**src/hw/flash_cmd_pkg.sv**
```systemverilog
// constants for the erase / write-latch / register / suspend command block
// assumes a 50 MHz core clock and a link clock well below a quarter of it
package flash_cmd_pkg;

	// opcodes
	localparam logic [7:0] OP_BLK32      = 8'h52;
	localparam logic [7:0] OP_BLK32_4B   = 8'h5C;
	localparam logic [7:0] OP_BLK64      = 8'hD8;
	localparam logic [7:0] OP_BLK64_4B   = 8'hDC;
	localparam logic [7:0] OP_CHIP_A     = 8'hC7;
	localparam logic [7:0] OP_CHIP_B     = 8'h60;
	localparam logic [7:0] OP_SET_WEL    = 8'h06;
	localparam logic [7:0] OP_CLR_WEL    = 8'h04;
	localparam logic [7:0] OP_RD_STATUS  = 8'h05;
	localparam logic [7:0] OP_WR_STATUS  = 8'h01;
	localparam logic [7:0] OP_RD_FUNC    = 8'h48;
	localparam logic [7:0] OP_WR_FUNC    = 8'h42;
	localparam logic [7:0] OP_QUAD_ENTER = 8'h35;
	localparam logic [7:0] OP_QUAD_EXIT  = 8'hF5;
	localparam logic [7:0] OP_SUSP_A     = 8'h75;
	localparam logic [7:0] OP_SUSP_B     = 8'hB0;
	localparam logic [7:0] OP_RESUME_A   = 8'h7A;
	localparam logic [7:0] OP_RESUME_B   = 8'h30;

	// status register layout
	localparam int SR_WIP  = 0;
	localparam int SR_WEL  = 1;
	localparam int SR_BP_LO = 2;
	localparam int SR_QE   = 6;
	localparam int SR_STATUS_WRITE_DISABLE = 7;
	localparam logic [7:0] SR_WRITE_MASK = 8'hFC;   // bp, qe, status_write_disable
	localparam logic [7:0] SR_RESET      = 8'h00;

	// function register layout
	localparam int FR_RST_DIS = 0;
	localparam int FR_PROGRAM_SUSPENDED_FLAG    = 2;
	localparam int FR_ERASE_SUSPENDED_FLAG    = 3;
	localparam int FR_IRL_LO  = 4;
	localparam logic [7:0] FR_OTP_MASK = 8'hF1;     // reset-pin disable and info row locks
	localparam logic [7:0] FR_RESET    = 8'h00;

	// address widths and block sizes
	localparam logic [2:0] ADDR_BYTES_3 = 3'h3;
	localparam logic [2:0] ADDR_BYTES_4 = 3'h4;
	localparam int BLK32_BITS = 15;
	localparam int BLK64_BITS = 16;

	// suspend latency
	localparam int CLK_MHZ = 50;
	localparam int TSUS_US = 100;
	localparam int TSUS_CYC = TSUS_US * CLK_MHZ;

	// plain defaults for array operation times
	localparam int BLK_ERASE_CYC  = 20000;
	localparam int CHIP_ERASE_CYC = 200000;
	localparam int PGM_CYC        = 4000;

	typedef enum logic [2:0] {PH_IDLE, PH_OP, PH_ADDR, PH_DATA, PH_OUT, PH_DONE, PH_BAD} phase_t;
	typedef enum logic [1:0] {OPK_NONE, OPK_BLK, OPK_CHIP, OPK_PGM} op_kind_t;

endpackage

```
**src/hw/flash_cmd_core.sv**
```systemverilog
// serial command front end for erase, write latch, status/function registers,
// quad command mode and program/erase suspend
// assumes sck, cs_n and io come from the host in spi mode 0 and are asynchronous
// to clk_i; the array itself sits outside and follows op_active_o / op_addr_o
`timescale 1ns/1ps

module flash_cmd_core #(
	parameter int SUS_CYC   = flash_cmd_pkg::TSUS_CYC,        // suspend-to-ready wait
	parameter int BLK_CYC   = flash_cmd_pkg::BLK_ERASE_CYC,   // block erase time
	parameter int CHIP_CYC  = flash_cmd_pkg::CHIP_ERASE_CYC,  // chip erase time
	parameter int PROG_CYC  = flash_cmd_pkg::PGM_CYC          // page program time
) (
	input  wire logic        clk_i,          // core clock
	input  wire logic        srst_i,         // sync reset, high
	input  wire logic        cs_n_i,         // chip select pin, low active
	input  wire logic        sck_i,          // serial clock pin
	input  wire logic [3:0]  io_i,           // io pins, input side
	output logic      [3:0]  io_o,           // io pins, output side
	output logic      [3:0]  io_oe_o,        // io output enables
	input  wire logic        ext_addr_i,     // extended address mode
	input  wire logic        pgm_req_i,      // page program request pulse
	input  wire logic [31:0] pgm_addr_i,     // page program address
	output logic             pgm_accept_o,   // program request taken
	input  wire logic [31:0] rd_addr_i,      // array read address to check
	output logic             rd_refused_o,   // read hits suspended region
	input  wire logic        clr_err_i,      // clear error flags pulse
	output logic             wip_o,          // write in progress
	output logic             wel_o,          // write enable latch
	output logic             quad_mode_o,    // four-bit command mode
	output logic      [7:0]  status_o,       // status register
	output logic      [7:0]  func_o,         // function register
	output logic             erase_err_o,    // erase error flag
	output logic             prot_err_o,     // protection error flag
	output logic             op_active_o,    // array operation running
	output logic      [1:0]  op_kind_o,      // kind of operation
	output logic      [31:0] op_addr_o       // target base address
);

	// pin synchronisers; stage 1 feeds only stage 2
	logic       sck_s1_ff, sck_s2_ff, sck_s3_ff;
	logic       cs_s1_ff, cs_s2_ff, cs_s3_ff;
	logic [3:0] io_s1_ff, io_s2_ff;

	always_ff @(posedge clk_i) begin
		sck_s1_ff <= sck_i;
		sck_s2_ff <= sck_s1_ff;
		sck_s3_ff <= sck_s2_ff;
		cs_s1_ff  <= cs_n_i;
		cs_s2_ff  <= cs_s1_ff;
		cs_s3_ff  <= cs_s2_ff;
		io_s1_ff  <= io_i;
		io_s2_ff  <= io_s1_ff;
	end

	// block base: low bits inside the block do not matter
	function automatic logic [31:0] blk_base(input logic [31:0] a, input logic [7:0] op);
		logic [31:0] m;
		m = '1;
		if (op == flash_cmd_pkg::OP_BLK32 || op == flash_cmd_pkg::OP_BLK32_4B) begin
			m = ~((32'h1 << flash_cmd_pkg::BLK32_BITS) - 32'h1);
		end else if (op == flash_cmd_pkg::OP_BLK64 || op == flash_cmd_pkg::OP_BLK64_4B) begin
			m = ~((32'h1 << flash_cmd_pkg::BLK64_BITS) - 32'h1);
		end
		return a & m;
	endfunction

	flash_cmd_pkg::phase_t   phase_ff;
	flash_cmd_pkg::op_kind_t kind_ff;
	logic [7:0]  opcode_ff, shift_ff, data_ff, out_sr_ff, sr_ff, fr_ff, blk_op_ff;
	logic [3:0]  bcnt_ff, ocnt_ff, io_o_ff, io_oe_ff;
	logic [2:0]  abytes_ff, aneed_ff;
	logic [31:0] addr_ff, op_addr_ff, op_cnt_ff, sus_cnt_ff;
	logic        wel_ff, quad_ff, erase_suspended_flag_ff, program_suspended_flag_ff, eerr_ff, perr_ff;

	// edge detection and byte assembly
	wire        sck_rise  = sck_s2_ff & ~sck_s3_ff & ~cs_s2_ff;
	wire        sck_fall  = ~sck_s2_ff & sck_s3_ff & ~cs_s2_ff;
	wire        cs_fall   = ~cs_s2_ff & cs_s3_ff;
	wire        cs_rise   = cs_s2_ff & ~cs_s3_ff;
	wire [3:0]  step      = quad_ff ? 4'h4 : 4'h1;
	wire [3:0]  nxt_bcnt  = bcnt_ff + step;
	wire        byte_done = sck_rise & nxt_bcnt[3];
	wire [7:0]  nxt_byte  = quad_ff ? {shift_ff[3:0], io_s2_ff} : {shift_ff[6:0], io_s2_ff[0]};
	wire        suspended = erase_suspended_flag_ff | program_suspended_flag_ff;
	wire        running   = (kind_ff != flash_cmd_pkg::OPK_NONE) & ~suspended;
	wire        sus_wait  = sus_cnt_ff != 32'h0;
	wire        busy      = running | sus_wait;
	wire [3:0]  bp        = sr_ff[flash_cmd_pkg::SR_BP_LO +: 4];
	wire [7:0]  status    = {sr_ff[7:2], wel_ff, busy};
	wire [7:0]  func      = {fr_ff[7:4], erase_suspended_flag_ff, program_suspended_flag_ff, fr_ff[1:0]};

	// opcode classes
	wire [7:0]  b = nxt_byte;
	wire is_blk4  = b == flash_cmd_pkg::OP_BLK32_4B || b == flash_cmd_pkg::OP_BLK64_4B;
	wire is_blk   = is_blk4 || b == flash_cmd_pkg::OP_BLK32 || b == flash_cmd_pkg::OP_BLK64;
	wire is_read  = b == flash_cmd_pkg::OP_RD_STATUS || b == flash_cmd_pkg::OP_RD_FUNC;
	wire is_wreg  = b == flash_cmd_pkg::OP_WR_STATUS || b == flash_cmd_pkg::OP_WR_FUNC;
	wire is_susp  = b == flash_cmd_pkg::OP_SUSP_A || b == flash_cmd_pkg::OP_SUSP_B;
	wire is_res   = b == flash_cmd_pkg::OP_RESUME_A || b == flash_cmd_pkg::OP_RESUME_B;
	wire is_chip  = b == flash_cmd_pkg::OP_CHIP_A || b == flash_cmd_pkg::OP_CHIP_B;
	wire is_bare  = is_chip || is_susp || is_res || b == flash_cmd_pkg::OP_SET_WEL
		|| b == flash_cmd_pkg::OP_CLR_WEL
		|| (b == flash_cmd_pkg::OP_QUAD_ENTER && !quad_ff)
		|| (b == flash_cmd_pkg::OP_QUAD_EXIT && quad_ff);
	// while busy only status/function register reads and suspend get through
	wire ok_busy  = is_read || is_susp;

	// next phase after each completed byte
	flash_cmd_pkg::phase_t nxt_phase;
	always_comb begin
		nxt_phase = phase_ff;
		case (phase_ff)
			flash_cmd_pkg::PH_OP: begin
				if (busy && !ok_busy) begin
					nxt_phase = flash_cmd_pkg::PH_BAD;
				end else if (is_blk) begin
					nxt_phase = flash_cmd_pkg::PH_ADDR;
				end else if (is_read) begin
					nxt_phase = flash_cmd_pkg::PH_OUT;
				end else if (is_wreg) begin
					nxt_phase = flash_cmd_pkg::PH_DATA;
				end else if (is_bare) begin
					nxt_phase = flash_cmd_pkg::PH_DONE;
				end else begin
					nxt_phase = flash_cmd_pkg::PH_BAD;
				end
			end
			flash_cmd_pkg::PH_ADDR: begin
				if (abytes_ff + 3'h1 == aneed_ff) begin
					nxt_phase = flash_cmd_pkg::PH_DONE;
				end
			end
			flash_cmd_pkg::PH_DATA: begin
				nxt_phase = flash_cmd_pkg::PH_DONE;
			end
			default: begin
				nxt_phase = phase_ff;
			end
		endcase
	end

	// serial phase tracking; a clock edge after the command is complete spoils it
	always_ff @(posedge clk_i) begin
		if (srst_i || cs_s2_ff) begin
			phase_ff <= flash_cmd_pkg::PH_IDLE;
			bcnt_ff  <= 4'h0;
			abytes_ff <= 3'h0;
		end else if (cs_fall) begin
			phase_ff <= flash_cmd_pkg::PH_OP;
			addr_ff  <= 32'h0;   // three-byte forms must not inherit a stale top byte
		end else if (sck_rise && phase_ff == flash_cmd_pkg::PH_DONE) begin
			phase_ff <= flash_cmd_pkg::PH_BAD;
		end else if (sck_rise) begin
			shift_ff <= nxt_byte;
			bcnt_ff  <= nxt_bcnt[3] ? 4'h0 : nxt_bcnt;
			if (byte_done) begin
				phase_ff <= nxt_phase;
				if (phase_ff == flash_cmd_pkg::PH_OP) begin
					opcode_ff <= nxt_byte;
					aneed_ff  <= (is_blk4 || ext_addr_i) ? flash_cmd_pkg::ADDR_BYTES_4
						: flash_cmd_pkg::ADDR_BYTES_3;
				end
				if (phase_ff == flash_cmd_pkg::PH_ADDR) begin
					addr_ff   <= {addr_ff[23:0], nxt_byte};
					abytes_ff <= abytes_ff + 3'h1;
				end
				if (phase_ff == flash_cmd_pkg::PH_DATA) begin
					data_ff <= nxt_byte;
				end
			end
		end
	end

	// read-out on falling sck; the value reloads each byte so polling sees live wip
	wire [7:0] out_src = (ocnt_ff == 4'h0)
		? ((opcode_ff == flash_cmd_pkg::OP_RD_STATUS) ? status : func) : out_sr_ff;
	wire [3:0] nxt_ocnt = ocnt_ff + step;
	always_ff @(posedge clk_i) begin
		if (srst_i || cs_s2_ff) begin
			ocnt_ff  <= 4'h0;
			io_o_ff  <= 4'h0;
			io_oe_ff <= 4'h0;
		end else if (sck_fall && phase_ff == flash_cmd_pkg::PH_OUT) begin
			io_o_ff   <= quad_ff ? out_src[7:4] : {2'b00, out_src[7], 1'b0};
			io_oe_ff  <= quad_ff ? 4'hF : 4'h2;   // so is io[1] in single-bit mode
			out_sr_ff <= quad_ff ? {out_src[3:0], 4'h0} : {out_src[6:0], 1'b0};
			ocnt_ff   <= nxt_ocnt[3] ? 4'h0 : nxt_ocnt;
		end
	end

	// command execution at chip-select rise
	wire done_cmd  = cs_rise && phase_ff == flash_cmd_pkg::PH_DONE;
	wire [7:0] oc  = opcode_ff;
	wire x_set     = done_cmd && oc == flash_cmd_pkg::OP_SET_WEL;
	wire x_clr     = done_cmd && oc == flash_cmd_pkg::OP_CLR_WEL;
	wire x_wsr     = done_cmd && oc == flash_cmd_pkg::OP_WR_STATUS && wel_ff && !suspended;
	wire x_wfr     = done_cmd && oc == flash_cmd_pkg::OP_WR_FUNC && wel_ff;
	wire x_qin     = done_cmd && oc == flash_cmd_pkg::OP_QUAD_ENTER;
	wire x_qout    = done_cmd && oc == flash_cmd_pkg::OP_QUAD_EXIT && sr_ff[flash_cmd_pkg::SR_QE];
	wire blk_op    = oc == flash_cmd_pkg::OP_BLK32 || oc == flash_cmd_pkg::OP_BLK32_4B
		|| oc == flash_cmd_pkg::OP_BLK64 || oc == flash_cmd_pkg::OP_BLK64_4B;
	wire chip_op   = oc == flash_cmd_pkg::OP_CHIP_A || oc == flash_cmd_pkg::OP_CHIP_B;
	// a program taken from the side port during the frame keeps running; the erase is dropped
	wire x_blk     = done_cmd && blk_op && wel_ff && !suspended && !busy;
	wire x_chip    = done_cmd && chip_op && wel_ff && !suspended && !busy && bp == 4'h0;
	wire x_chipbad = done_cmd && chip_op && wel_ff && !suspended && !busy && bp != 4'h0;
	wire x_susp    = done_cmd && (oc == flash_cmd_pkg::OP_SUSP_A || oc == flash_cmd_pkg::OP_SUSP_B)
		&& running && kind_ff != flash_cmd_pkg::OPK_CHIP;
	wire x_res     = done_cmd && (oc == flash_cmd_pkg::OP_RESUME_A || oc == flash_cmd_pkg::OP_RESUME_B)
		&& suspended && !sus_wait;
	// an erase starting in the same cycle wins, so the program request must retry
	assign pgm_accept_o = pgm_req_i && wel_ff && !busy && !suspended && !x_blk && !x_chip;
	wire op_end    = running && op_cnt_ff == 32'h1;

	// latch, mode and register bits
	always_ff @(posedge clk_i) begin
		if (srst_i) begin
			wel_ff  <= 1'b0;
			quad_ff <= 1'b0;
			sr_ff   <= flash_cmd_pkg::SR_RESET;
			fr_ff   <= flash_cmd_pkg::FR_RESET;
		end else begin
			if (x_set) begin
				wel_ff <= 1'b1;
			end else if (x_clr || x_wsr || x_wfr || x_chipbad || x_susp || op_end) begin
				wel_ff <= 1'b0;
			end
			if (x_qin) begin
				quad_ff <= 1'b1;
			end else if (x_qout) begin
				quad_ff <= 1'b0;
			end
			if (x_wsr) begin
				sr_ff <= data_ff & flash_cmd_pkg::SR_WRITE_MASK;
			end
			if (x_wfr) begin
				fr_ff <= fr_ff | (data_ff & flash_cmd_pkg::FR_OTP_MASK);
			end
		end
	end

	// error flags: a new error wins over a clear in the same cycle
	always_ff @(posedge clk_i) begin
		if (srst_i) begin
			eerr_ff <= 1'b0;
			perr_ff <= 1'b0;
		end else if (x_chipbad) begin
			eerr_ff <= 1'b1;
			perr_ff <= 1'b1;
		end else if (clr_err_i) begin
			eerr_ff <= 1'b0;
			perr_ff <= 1'b0;
		end
	end

	// array operation engine: one operation; block erase and program pausable by suspend
	always_ff @(posedge clk_i) begin
		if (srst_i) begin
			kind_ff    <= flash_cmd_pkg::OPK_NONE;
			op_cnt_ff  <= 32'h0;
			op_addr_ff <= 32'h0;
			blk_op_ff  <= 8'h00;
			erase_suspended_flag_ff    <= 1'b0;
			program_suspended_flag_ff    <= 1'b0;
			sus_cnt_ff <= 32'h0;
		end else begin
			if (x_blk) begin
				kind_ff    <= flash_cmd_pkg::OPK_BLK;
				op_cnt_ff  <= 32'(BLK_CYC);
				op_addr_ff <= blk_base(addr_ff, oc);
				blk_op_ff  <= oc;
			end else if (x_chip) begin
				// runs only with bp clear; a protected chip erase sets both error flags and does not start
				kind_ff    <= flash_cmd_pkg::OPK_CHIP;
				op_cnt_ff  <= 32'(CHIP_CYC);
				op_addr_ff <= 32'h0;
			end else if (pgm_accept_o) begin
				kind_ff    <= flash_cmd_pkg::OPK_PGM;
				op_cnt_ff  <= 32'(PROG_CYC);
				op_addr_ff <= pgm_addr_i;
			end else if (op_end) begin
				kind_ff   <= flash_cmd_pkg::OPK_NONE;
				op_cnt_ff <= 32'h0;
			end else if (running) begin
				op_cnt_ff <= op_cnt_ff - 32'h1;
			end
			if (x_susp) begin
				erase_suspended_flag_ff    <= kind_ff == flash_cmd_pkg::OPK_BLK;
				program_suspended_flag_ff    <= kind_ff == flash_cmd_pkg::OPK_PGM;
				sus_cnt_ff <= 32'(SUS_CYC);
			end else begin
				if (x_res) begin
					erase_suspended_flag_ff <= 1'b0;
					program_suspended_flag_ff <= 1'b0;
				end
				if (sus_wait) begin
					sus_cnt_ff <= sus_cnt_ff - 32'h1;
				end
			end
		end
	end

	// reads into the suspended block or page are refused
	wire [31:0] rd_blk  = blk_base(rd_addr_i, blk_op_ff);
	wire [31:0] rd_page = {rd_addr_i[31:8], 8'h00};
	assign rd_refused_o = (erase_suspended_flag_ff && rd_blk == op_addr_ff)
		|| (program_suspended_flag_ff && rd_page == {op_addr_ff[31:8], 8'h00});

	// outputs
	assign io_o        = io_o_ff;
	assign io_oe_o     = io_oe_ff;
	assign wip_o       = busy;
	assign wel_o       = wel_ff;
	assign quad_mode_o = quad_ff;
	assign status_o    = status;
	assign func_o      = func;
	assign erase_err_o = eerr_ff;
	assign prot_err_o  = perr_ff;
	assign op_active_o = running;
	assign op_kind_o   = kind_ff;
	assign op_addr_o   = op_addr_ff;

endmodule

```
**config.mk**
```make
export PLATFORM = sky130hd
export DESIGN_NAME = flash_cmd_core
export DESIGN_NICKNAME = d
export VERILOG_FILES = /design/src/hw/flash_cmd_pkg.sv /design/src/hw/flash_cmd_core.sv
export SDC_FILE = /design/constraint.sdc
export NUM_CORES = 1
export LEC_CHECK = 0
export ABC_CLOCK_PERIOD_IN_PS = 9000
export BUFFER_PORTS_ARGS = -buffer_cell sky130_fd_sc_hd__buf_2
export CORE_MARGIN = 3
export CORE_UTILIZATION = 55
export CTS_CLUSTER_DIAMETER = 150
export CTS_CLUSTER_SIZE = 25
export DETAILED_ROUTE_END_ITERATION = 8
export PLACE_DENSITY = 0.77
export RECOVER_POWER = 100
export SLEW_MARGIN = 20
export SYNTH_ARGS = -nofsm -noshare
export SYNTH_HDL_FRONTEND = slang
export SYNTH_SLANG_ARGS = --single-unit
```
**constraint.sdc**
```tcl
create_clock -name clk_i -period 9 [get_ports clk_i]
set_input_delay 0.9 -clock clk_i [delete_from_list [all_inputs] [get_ports clk_i]]
set_output_delay 0.9 -clock clk_i [all_outputs]
set_load 0.01 [all_outputs]
```
After elaboration in Yosys (flattened, before gate mapping). Index checks and enable logic that the tools add are counted.

Bitwise logic cells: 21. Reductions and logical operators: 118. Muxes and demuxes: 54. Equality and inequality tests: 54. Add/sub/neg operators: 5.

Operators with widths (number): $mux W32 (10); $eq A8 B7 Y1 const B (15); $eq A8 B8 Y1 const B (12); $mux W18 (4); $and A32 B32 Y32 (2); $sub A32 B1 Y32 const B (2); $eq A8 B3 Y1 const B (6); $mux W16 (3); $logic_and A1 B1 Y1 (40); $mux W3 (12); $eq A32 B1 Y1 const B (1); $eq A32 B32 Y1 (1); $eq A8 B6 Y1 const B (4); $logic_or A1 B1 Y1 (32); $mux W8 (4); $reduce_bool A32 Y1 (1); $mux W13 (2); $eq A24 B24 Y1 (1); $reduce_bool A2 Y1 (11); $eq A8 B1 Y1 const B (2); $reduce_bool A4 Y1 (4); $mux W15 (1); $reduce_bool A3 Y1 (5); $reduce_and A4 Y1 (3); other kinds (29) (74).

Input bits: 75. Register bits: 227.

Longest topological paths before layout. Gate-level depths: netlist of the first run.

Word-level depth: 19. Mapped depth: 10.

Worst setup path before layout of the first run. OpenSTA, ideal clock, no wires.

Path type: register -> register. Start: register quad_ff, in the netlist quad_mode_o. End: register addr_ff[0], enable pin. Library setup time: 421 ps. Required time: 8579 ps. Stages on the path, launching flop included: 10. Period minus slack after synthesis: 3620 ps. Arrival: 3199 ps. Path slack: 5380 ps. Path buffers: 2. Cell sequence: dfxtp_1 > clkbuf_1 > inv_1 > clkbuf_1 > ha_1 > a31oi_1 > nor2_1 > and4b_1 > nor2_1 > nor2_1.

Word-level cells in the longest chain between the ends: 5.

RTL lines: start, declared (RTL line flash_cmd_core.sv:73) `logic wel_ff, quad_ff, erase_suspended_flag_ff, program_suspended_flag_ff, eerr_ff, perr_ff;`; start signal, assigned (RTL line flash_cmd_core.sv:219) `quad_ff <= 1'b0;`; start signal, assigned (RTL line flash_cmd_core.sv:229) `quad_ff <= 1'b1;`; start signal, assigned (RTL line flash_cmd_core.sv:231) `quad_ff <= 1'b0;`; $mux W3 (RTL line flash_cmd_core.sv:80) `wire [3:0] step = quad_ff ? 4'h4 : 4'h1;`; $add A4 B3 Y4 (RTL line flash_cmd_core.sv:81) `wire [3:0] nxt_bcnt = bcnt_ff + step;`; $and A1 B1 Y1 (RTL line flash_cmd_core.sv:82) `wire byte_done = sck_rise & nxt_bcnt[3];`; $reduce_bool A2 Y1 (no source line); $reduce_and A5 Y1 (no source line); end signal, assigned (RTL line flash_cmd_core.sv:164) `addr_ff <= {addr_ff[23:0], nxt_byte};`; end, declared (RTL line flash_cmd_core.sv:72) `logic [31:0] addr_ff, op_addr_ff, op_cnt_ff, sus_cnt_ff;`.

Every way passes these cells. A chain may end at the register's enable or synchronous reset.

Worst setup path in the final report of the first run.
Start: input port srst_i. End: register addr_ff[19], enable pin.

Word-level cells in the longest chain between the ends: 3.

RTL lines: start, declared (RTL line flash_cmd_core.sv:14) `input wire logic srst_i,`; $logic_or A1 B1 Y1 (RTL line flash_cmd_core.sv:144) `if (srst_i || cs_s2_ff) begin`; $not A1 Y1 (no source line); $reduce_and A5 Y1 (no source line).

Every way passes these cells.

==> results of run 1 <==
==> synth_stat cells (8+ instances only) <==
master / number / share of area
edfxtp_1: 63 / 0.19
o22ai_1: 10 / 0.0061
mux2i_1: 25 / 0.025
nand3b_1: 8 / 0.0059
o21ai_0: 24 / 0.012
a31oi_1: 12 / 0.0074
a21oi_1: 53 / 0.026
clkbuf_1: 36 / 0.013
or3_1: 10 / 0.0061
xor2_1: 41 / 0.035
nor4_1: 28 / 0.017
and2_1: 29 / 0.018
nor2b_1: 10 / 0.0061
dfxtp_1: 154 / 0.30
ha_1: 10 / 0.012
nand3_1: 26 / 0.013
or4_1: 13 / 0.0096
xnor2_1: 36 / 0.031
buf_4: 9 / 0.0066
a211oi_1: 32 / 0.024
nor2_1: 155 / 0.057
inv_1: 33 / 0.012
nand4_1: 10 / 0.0061
or2_2: 8 / 0.0049
nand2_1: 78 / 0.029
a22oi_1: 24 / 0.018
nor3_1: 40 / 0.020
and3_1: 8 / 0.0049
nand2b_1: 9 / 0.0055
==> layout make-up <==
cell class / count / area (um2)
tap: 229 / 287
sequential: 217 / 4970
clock inverter: 1 / 8.76
multi-input combinational: 786 / 4840
fill: 1560 / 6840
clock buffer: 16 / 337
timing repair buffer: 149 / 668
inverter: 35 / 131
==> worst min path at each step <==
stage | end | depth (start not counted) | slack [ns] | from
2_1_floorplan | cs_s2_ff$_DFF_P_ | 0 | 0.31 | cs_s1_ff$_DFF_P_
3_3_place_gp | cs_s2_ff$_DFF_P_ | 0 | 0.31 | cs_s1_ff$_DFF_P_
3_5_place_dp | cs_s2_ff$_DFF_P_ | 0 | 0.31 | cs_s1_ff$_DFF_P_
4_1_cts | io_s2_ff[3]$_DFF_P_ | 0 | 0.34 | io_s1_ff[3]$_DFF_P_
5_1_grt | io_s2_ff[3]$_DFF_P_ | 0 | 0.34 | io_s1_ff[3]$_DFF_P_
6_report | io_s2_ff[3]$_DFF_P_ | 0 | 0.33 | io_s1_ff[3]$_DFF_P_
==> sequential cells by signal (all words and copies together), names as in the netlist, 2 cells and up <==
name	count
addr_ff	32
op_addr_o	32
op_cnt_ff	32
sus_cnt_ff	32
blk_op_ff	8
oc	8
data_ff	7
out_sr_ff	7
shift_ff	7
sr_ff	6
fr_ff	5
io_o	4
io_s1_ff	4
io_s2_ff	4
abytes_ff	3
bcnt_ff	3
ocnt_ff	3
phase_ff	3
aneed_ff	2
io_oe_o	2
op_kind_o	2
==> report_power, final <==
part / switching (mW) / internal, mW
clock network: 0.296 / 0.266
logic: 0.328 / 0.224
registers: 0.0627 / 1.07
total: 0.687 / 1.56
==> critical path, cell delays in order <==
cell      delay, ns
buf_2          0.07
clkbuf_1       1.93
or2_0          1.03
nor2_2         0.06
clkbuf_1       0.68
==> placed cells by master, fill, tap and decap left out, types with 6 or more instances in the layout <==
| cell | instances |
|---|---|
| a22oi_1 | 24 |
| or3_1 | 10 |
| nand2_1 | 78 |
| nand4_1 | 10 |
| a211oi_1 | 32 |
| or2_2 | 7 |
| nor4_1 | 27 |
| nor3b_1 | 7 |
| clkbuf_16 | 13 |
| nand3b_1 | 8 |
| and3_1 | 8 |
| edfxtp_1 | 63 |
| clkbuf_1 | 73 |
| nor2_1 | 154 |
| mux2i_1 | 25 |
| inv_1 | 33 |
| dfxtp_1 | 154 |
| and4b_1 | 6 |
| or4_1 | 14 |
| o22ai_1 | 10 |
| and2_1 | 15 |
| xnor2_1 | 36 |
| xor2_1 | 41 |
| buf_2 | 75 |
| nor4b_1 | 7 |
| a21oi_1 | 53 |
| nor3_1 | 40 |
| nand3_1 | 26 |
| ha_1 | 10 |
| o21ai_0 | 24 |
| nor2b_1 | 10 |
| and2_0 | 16 |
| nand2b_1 | 9 |
| a31oi_1 | 12 |
==> routing by layer <==
layer	global-route usage	up-vias	share of wire
met5	0	-	0
met4	0.0646	0	0.024
met3	0.0353	41	0.064
met2	0.401	304	0.48
met1	0.311	4000	0.43
li1	-	4140	-
==> cells by family (layout without fill, tap and decap cells) <==
family          Yosys count  count (layout)  share of synthesized area
xor+xnor                 77              77                     0.0662
buf+inv                  88             201                     0.0367
fa+ha+maj                10              10                     0.0123
mux                      28              28                     0.0279
other cells               1               1                   0.000368
compound gates          193             193                      0.125
flops                   217             217                      0.488
simple gates            477             477                      0.244
==> impl_metrics.json, run 1 <==
{
  "grtUsageTotal": 0.234,
  "post_cts_resized": 0,
  "portBuffers": 139,
  "status": "complete, but fails checks",
  "slew_violations": 133,
  "cts.hold.buffers_added": 0,
  "initial_utilization": 0.564,
  "max_freq_mhz": 211,
  "finalHoldViolCount": 0,
  "grt-ovfl-total": 0,
  "clock-root-buffer": "clkbuf_16",
  "insertion_delay_ns": 0.46,
  "p_per_area_mw_per_mm2": 200,
  "yosysSeqAreaShare": 0.488,
  "wl_per_cell_um": 17.2,
  "netlist_instances": 1091,
  "cts.sinks": 217,
  "dp_cells": 1416,
  "worst_ep_required_time_ns": 8.96,
  "hold_class": "reg2reg",
  "drt-vias-per-instance": 5.92,
  "p_leak_nw": 4.07,
  "final_cell_count_no_fill": 1433,
  "r2r_start": "quad_mode_o$_SDFFE_PP0P_",
  "end_kind": "register",
  "critPathCapture": "addr_ff[19]$_SDFFCE_PP0P_",
  "numCtsBuffers": 12,
  "startpoint": "srst_i",
  "timing.rr.end": "oc[6]$_DFFE_PP_",
  "rsz0062_at_grt": "false",
  "yosys_warnings": 0,
  "fin_crit_sh": 0.527,
  "critical_path_class": "in2reg",
  "ios": 141,
  "fp.dieH_um": 142,
  "coreArea_mm2": 0.0181,
  "r2r_cells": 6,
  "wl_mm": 24.6,
  "fp.dieArea_mm2": 0.0202,
  "slew-limit-headroom": -0.830,
  "post_dp_cell_area_mm2": 0.0110,
  "antennaDiodeCount": 0,
  "route.detailed.drc": 0,
  "violations": "max-capacitance violations, max-slew violations",
  "grt_first_pass_wirelength_mm": 39.3,
  "cts_setup_buffers": 0,
  "rrSetupSlack_ns": 4.70,
  "setup_violations": 0,
  "postSynthAreaPerCell_um2": 9.34,
  "pre_cts_ws_ns": 5.17,
  "ir_worst_vdd_mv": 0.165,
  "via_count": 8485,
  "netlist_area_mm2": 0.0102,
  "area_growth_syn_to_layout_pct": 10.3,
  "final_nets": 1286,
  "routabilityCongestion": 0.932,
  "crit_fanout": 55,
  "worst_pin_slew_ns": 2.75,
  "clockBufferDepth": 3,
  "drive_gt1_frac": 0.0963,
  "finalPower_mw": 2.25,
  "grt_pass1_vias": 7861,
  "cts_tree": "built",
  "antenna_found_initial": 0,
  "first_pass_iters": 6,
  "rows": 49,
  "ys_async_sr_fraction": 0,
  "ant_nets": 0,
  "synth_nets": 1176,
  "worst_slack_ns": 4.26,
  "setup-tns-final_ns": 0,
  "grt_max_degree": 56,
  "final_util": 0.622,
  "cap_violations": 5,
  "clkTransAtPathRegs_ns": 0.10,
  "final.setup_skew_ns": 0.0169,
  "cts_max_level": 1,
  "chipWidth_um": 142,
  "finalCriticalPeriod_ns": 4.74,
  "dpl.hpwl_mm": 17.5,
  "cp.arrival_ns": 4.71,
  "synth_edf_count": 63,
  "start_kind": "input port",
  "ys_types": 73,
  "hold_ws_ns": 0.331,
  "synthFlopType": "dfxtp_1",
  "synth-seq-cells": 217,
  "stdcell_area_mm2": 0.0112,
  "drtIter0Drc": 661
}
No activity file was read; power rests on OpenSTA's default activity.
==> run 2: changes to the inputs <==
--- a/config.mk
+++ b/config.mk
@@ -5,14 +5,14 @@
 export SDC_FILE = /design/constraint.sdc
 export NUM_CORES = 1
 export LEC_CHECK = 0
-export ABC_CLOCK_PERIOD_IN_PS = 9000
+export ABC_CLOCK_PERIOD_IN_PS = 4230
 export BUFFER_PORTS_ARGS = -buffer_cell sky130_fd_sc_hd__buf_2
 export CORE_MARGIN = 3
-export CORE_UTILIZATION = 55
+export CORE_UTILIZATION = 52
 export CTS_CLUSTER_DIAMETER = 150
 export CTS_CLUSTER_SIZE = 25
 export DETAILED_ROUTE_END_ITERATION = 8
-export PLACE_DENSITY = 0.77
+export PLACE_DENSITY = 0.76
 export RECOVER_POWER = 100
 export SLEW_MARGIN = 20
 export SYNTH_ARGS = -nofsm -noshare
==> constraint.sdc (replaced) <==
create_clock -name clk_i -period 4.23 [get_ports clk_i]
set_input_delay 0.423 -clock clk_i [delete_from_list [all_inputs] [get_ports clk_i]]
set_output_delay 0.423 -clock clk_i [all_outputs]
set_load 0.01 [all_outputs]
==> run 2 against run 1 <==
The flow still finishes with violations (max-capacitance violations, max-slew violations). Cell count rose by 3.1%. Register-to-register slack got worse by 4.1 ns. Critical endpoint is now pgm_accept_o. Largest power group unchanged. Worst setup slack got worse by 4.0 ns. Flip-flop and latch count did not move. Clock-buffer cell count rose by 2. Design area rose by 1.0%. Critical path type is now reg2out.
==> impl_metrics.json, run 2 (same netlist as run 1, synthesis figures left out) <==
{
  "cpMostUsedCell": "inv_1",
  "hold_class": "in2reg",
  "first_pass_iters": 5,
  "slew_violations": 41,
  "cts_max_level": 1,
  "crit_family": "simple AND/OR/NAND/NOR gates",
  "portBuffers": 139,
  "cts_tree": "built",
  "clkTransAtPathRegs_ns": 0.10,
  "holdPathStages": 1,
  "finalHoldViolCount": 0,
  "r2r_cells": 7,
  "via_count": 8456,
  "max_freq_mhz": 252,
  "fp.dieArea_mm2": 0.0213,
  "p_per_area_mw_per_mm2": 430,
  "stdcell_area_mm2": 0.0114,
  "ant_nets": 0,
  "grt_max_degree": 53,
  "rrSetupSlack_ns": 0.61,
  "wl_mm": 24.7,
  "max_stage_delay_ns": 0.59,
  "hold_ws_ns": 0.0395,
  "insertion_delay_ns": 0.48,
  "violations": "max-capacitance violations, max-slew violations",
  "cp_cell_sequence": "inv_1 -> ha_1 -> or4b_2 -> nor4_1 -> nand4_1 -> o21bai_1 -> buf_4 -> nand2_1 -> inv_1 -> clkbuf_1",
  "drtIter0Drc": 596,
  "grt_pass1_vias": 7957,
  "final_cell_count_no_fill": 1477,
  "cts.sinks": 217,
  "grt_first_pass_wirelength_mm": 40.0,
  "drive_gt1_frac": 0.103,
  "cts_setup_buffers": 0,
  "setup-tns-final_ns": 0,
  "rsz0062_at_grt": "false",
  "finalPower_mw": 4.89,
  "final_cell_mix": "154 x dfxtp_1, 153 x nor2_1, 78 x nand2_1",
  "end_kind": "primary output",
  "coreArea_mm2": 0.0190,
  "pre_cts_ws_ns": 0.704,
  "grt-ovfl-total": 0,
  "worst_ep_required_time_ns": 3.81,
  "status": "complete, but fails checks",
  "final_nets": 1297,
  "numCtsBuffers": 12,
  "worst_slack_ns": 0.268,
  "min-delay-start": "sck_i",
  "final.setup_skew_ns": 0.0191,
  "chipWidth_um": 146,
  "drt-vias-per-instance": 5.73,
  "cp.arrival_ns": 3.54,
  "dpl.hpwl_mm": 17.8,
  "finalCriticalPeriod_ns": 3.96,
  "antennaDiodeCount": 0,
  "cap_violations": 2,
  "area_growth_syn_to_layout_pct": 11.4,
  "slew-limit-headroom": -0.310,
  "final_util": 0.599,
  "worst_pin_slew_ns": 1.94,
  "grtUsageTotal": 0.221,
  "post_cts_resized": 0,
  "critPathSlowestCell": "or4b_2",
  "post_dp_cell_area_mm2": 0.0111,
  "clock-root-buffer": "clkbuf_16",
  "route.detailed.drc": 0,
  "r2r_start": "quad_mode_o$_SDFFE_PP0P_",
  "initial_utilization": 0.538,
  "ios": 141,
  "crit_buf_inv": 4,
  "clockBufferDepth": 3,
  "timing.rr.end": "addr_ff[19]$_SDFFCE_PP0P_",
  "setup_violations": 0,
  "routabilityCongestion": 0.924,
  "crit_fanout": 19,
  "final_common_cell": "dfxtp_1",
  "hold_end": "sck_s1_ff$_DFF_P_",
  "dp_cells": 1458,
  "wl_per_cell_um": 16.7,
  "start_kind": "register",
  "fp.dieH_um": 146,
  "fin_crit_sh": 0.937,
  "cts.hold.buffers_added": 0,
  "antenna_found_initial": 0,
  "ir_worst_vdd_mv": 0.332,
  "p_leak_nw": 4.12,
  "rows": 50,
  "critical_path_class": "reg2out"
}
==> run 2: changes by cell type in the layout (fill, tap and decap cells not counted), sizes merged <==
cell    before  now
buf         79   88
clkbuf      86   90
==> run 2: worst reg2reg max path: cells and delay by family (launching register included) <==
kind	cells	cell delay, ns
simple gates	4	0.76
fa+ha+maj	1	0.29
buf+inv	1	1.21
flops	1	0.76
compound gates	1	0.21
==> run 2: final cells by class <==
type                       instances  area [um2]
sequential                       217        4970
clock inverter                     1        8.76
inverter                          35         131
fill                            1718        7600
clock buffer                      18         344
tap                              260         325
timing repair buffer             160         741
multi-input combinational        786        4830
==> run 2: how the worst max path moves through the flow <==
stage,end,startpoint,slack [ns],cells after the start
after detailed placement,op_cnt_ff[1]$_SDFFE_PP0P_,sus_cnt_ff[0]$_SDFFE_PP0P_,0.70,8
after global routing,pgm_accept_o,sus_cnt_ff[0]$_SDFFE_PP0P_,0.08,10
after CTS,pgm_accept_o,sus_cnt_ff[0]$_SDFFE_PP0P_,0.30,10
after floorplan,addr_ff[0]$_SDFFCE_PP0P_,quad_mode_o$_SDFFE_PP0P_,0.61,9
after global placement,op_cnt_ff[1]$_SDFFE_PP0P_,sus_cnt_ff[0]$_SDFFE_PP0P_,0.84,8
final,pgm_accept_o,sus_cnt_ff[0]$_SDFFE_PP0P_,0.27,10
==> run 2: report_power, final <==
part	total (mW)	internal, mW	leakage, nW	switching, mW
sequential	2.41	2.28	1.83	0.132
combinational	1.23	0.513	2.12	0.721
clock	1.24	0.574	0.171	0.666
total	4.89	3.37	4.12	1.52
==> run 2: per-layer routing <==
metal	part of all wire	routed length [um]	GRT usage	up-vias
li1	-	-	-	4163
met1	0.44	10900	0.294	4003
met2	0.48	11800	0.379	245
met3	0.058	1420	0.0313	45
met4	0.021	527	0.0621	0
met5	0	0	0	-
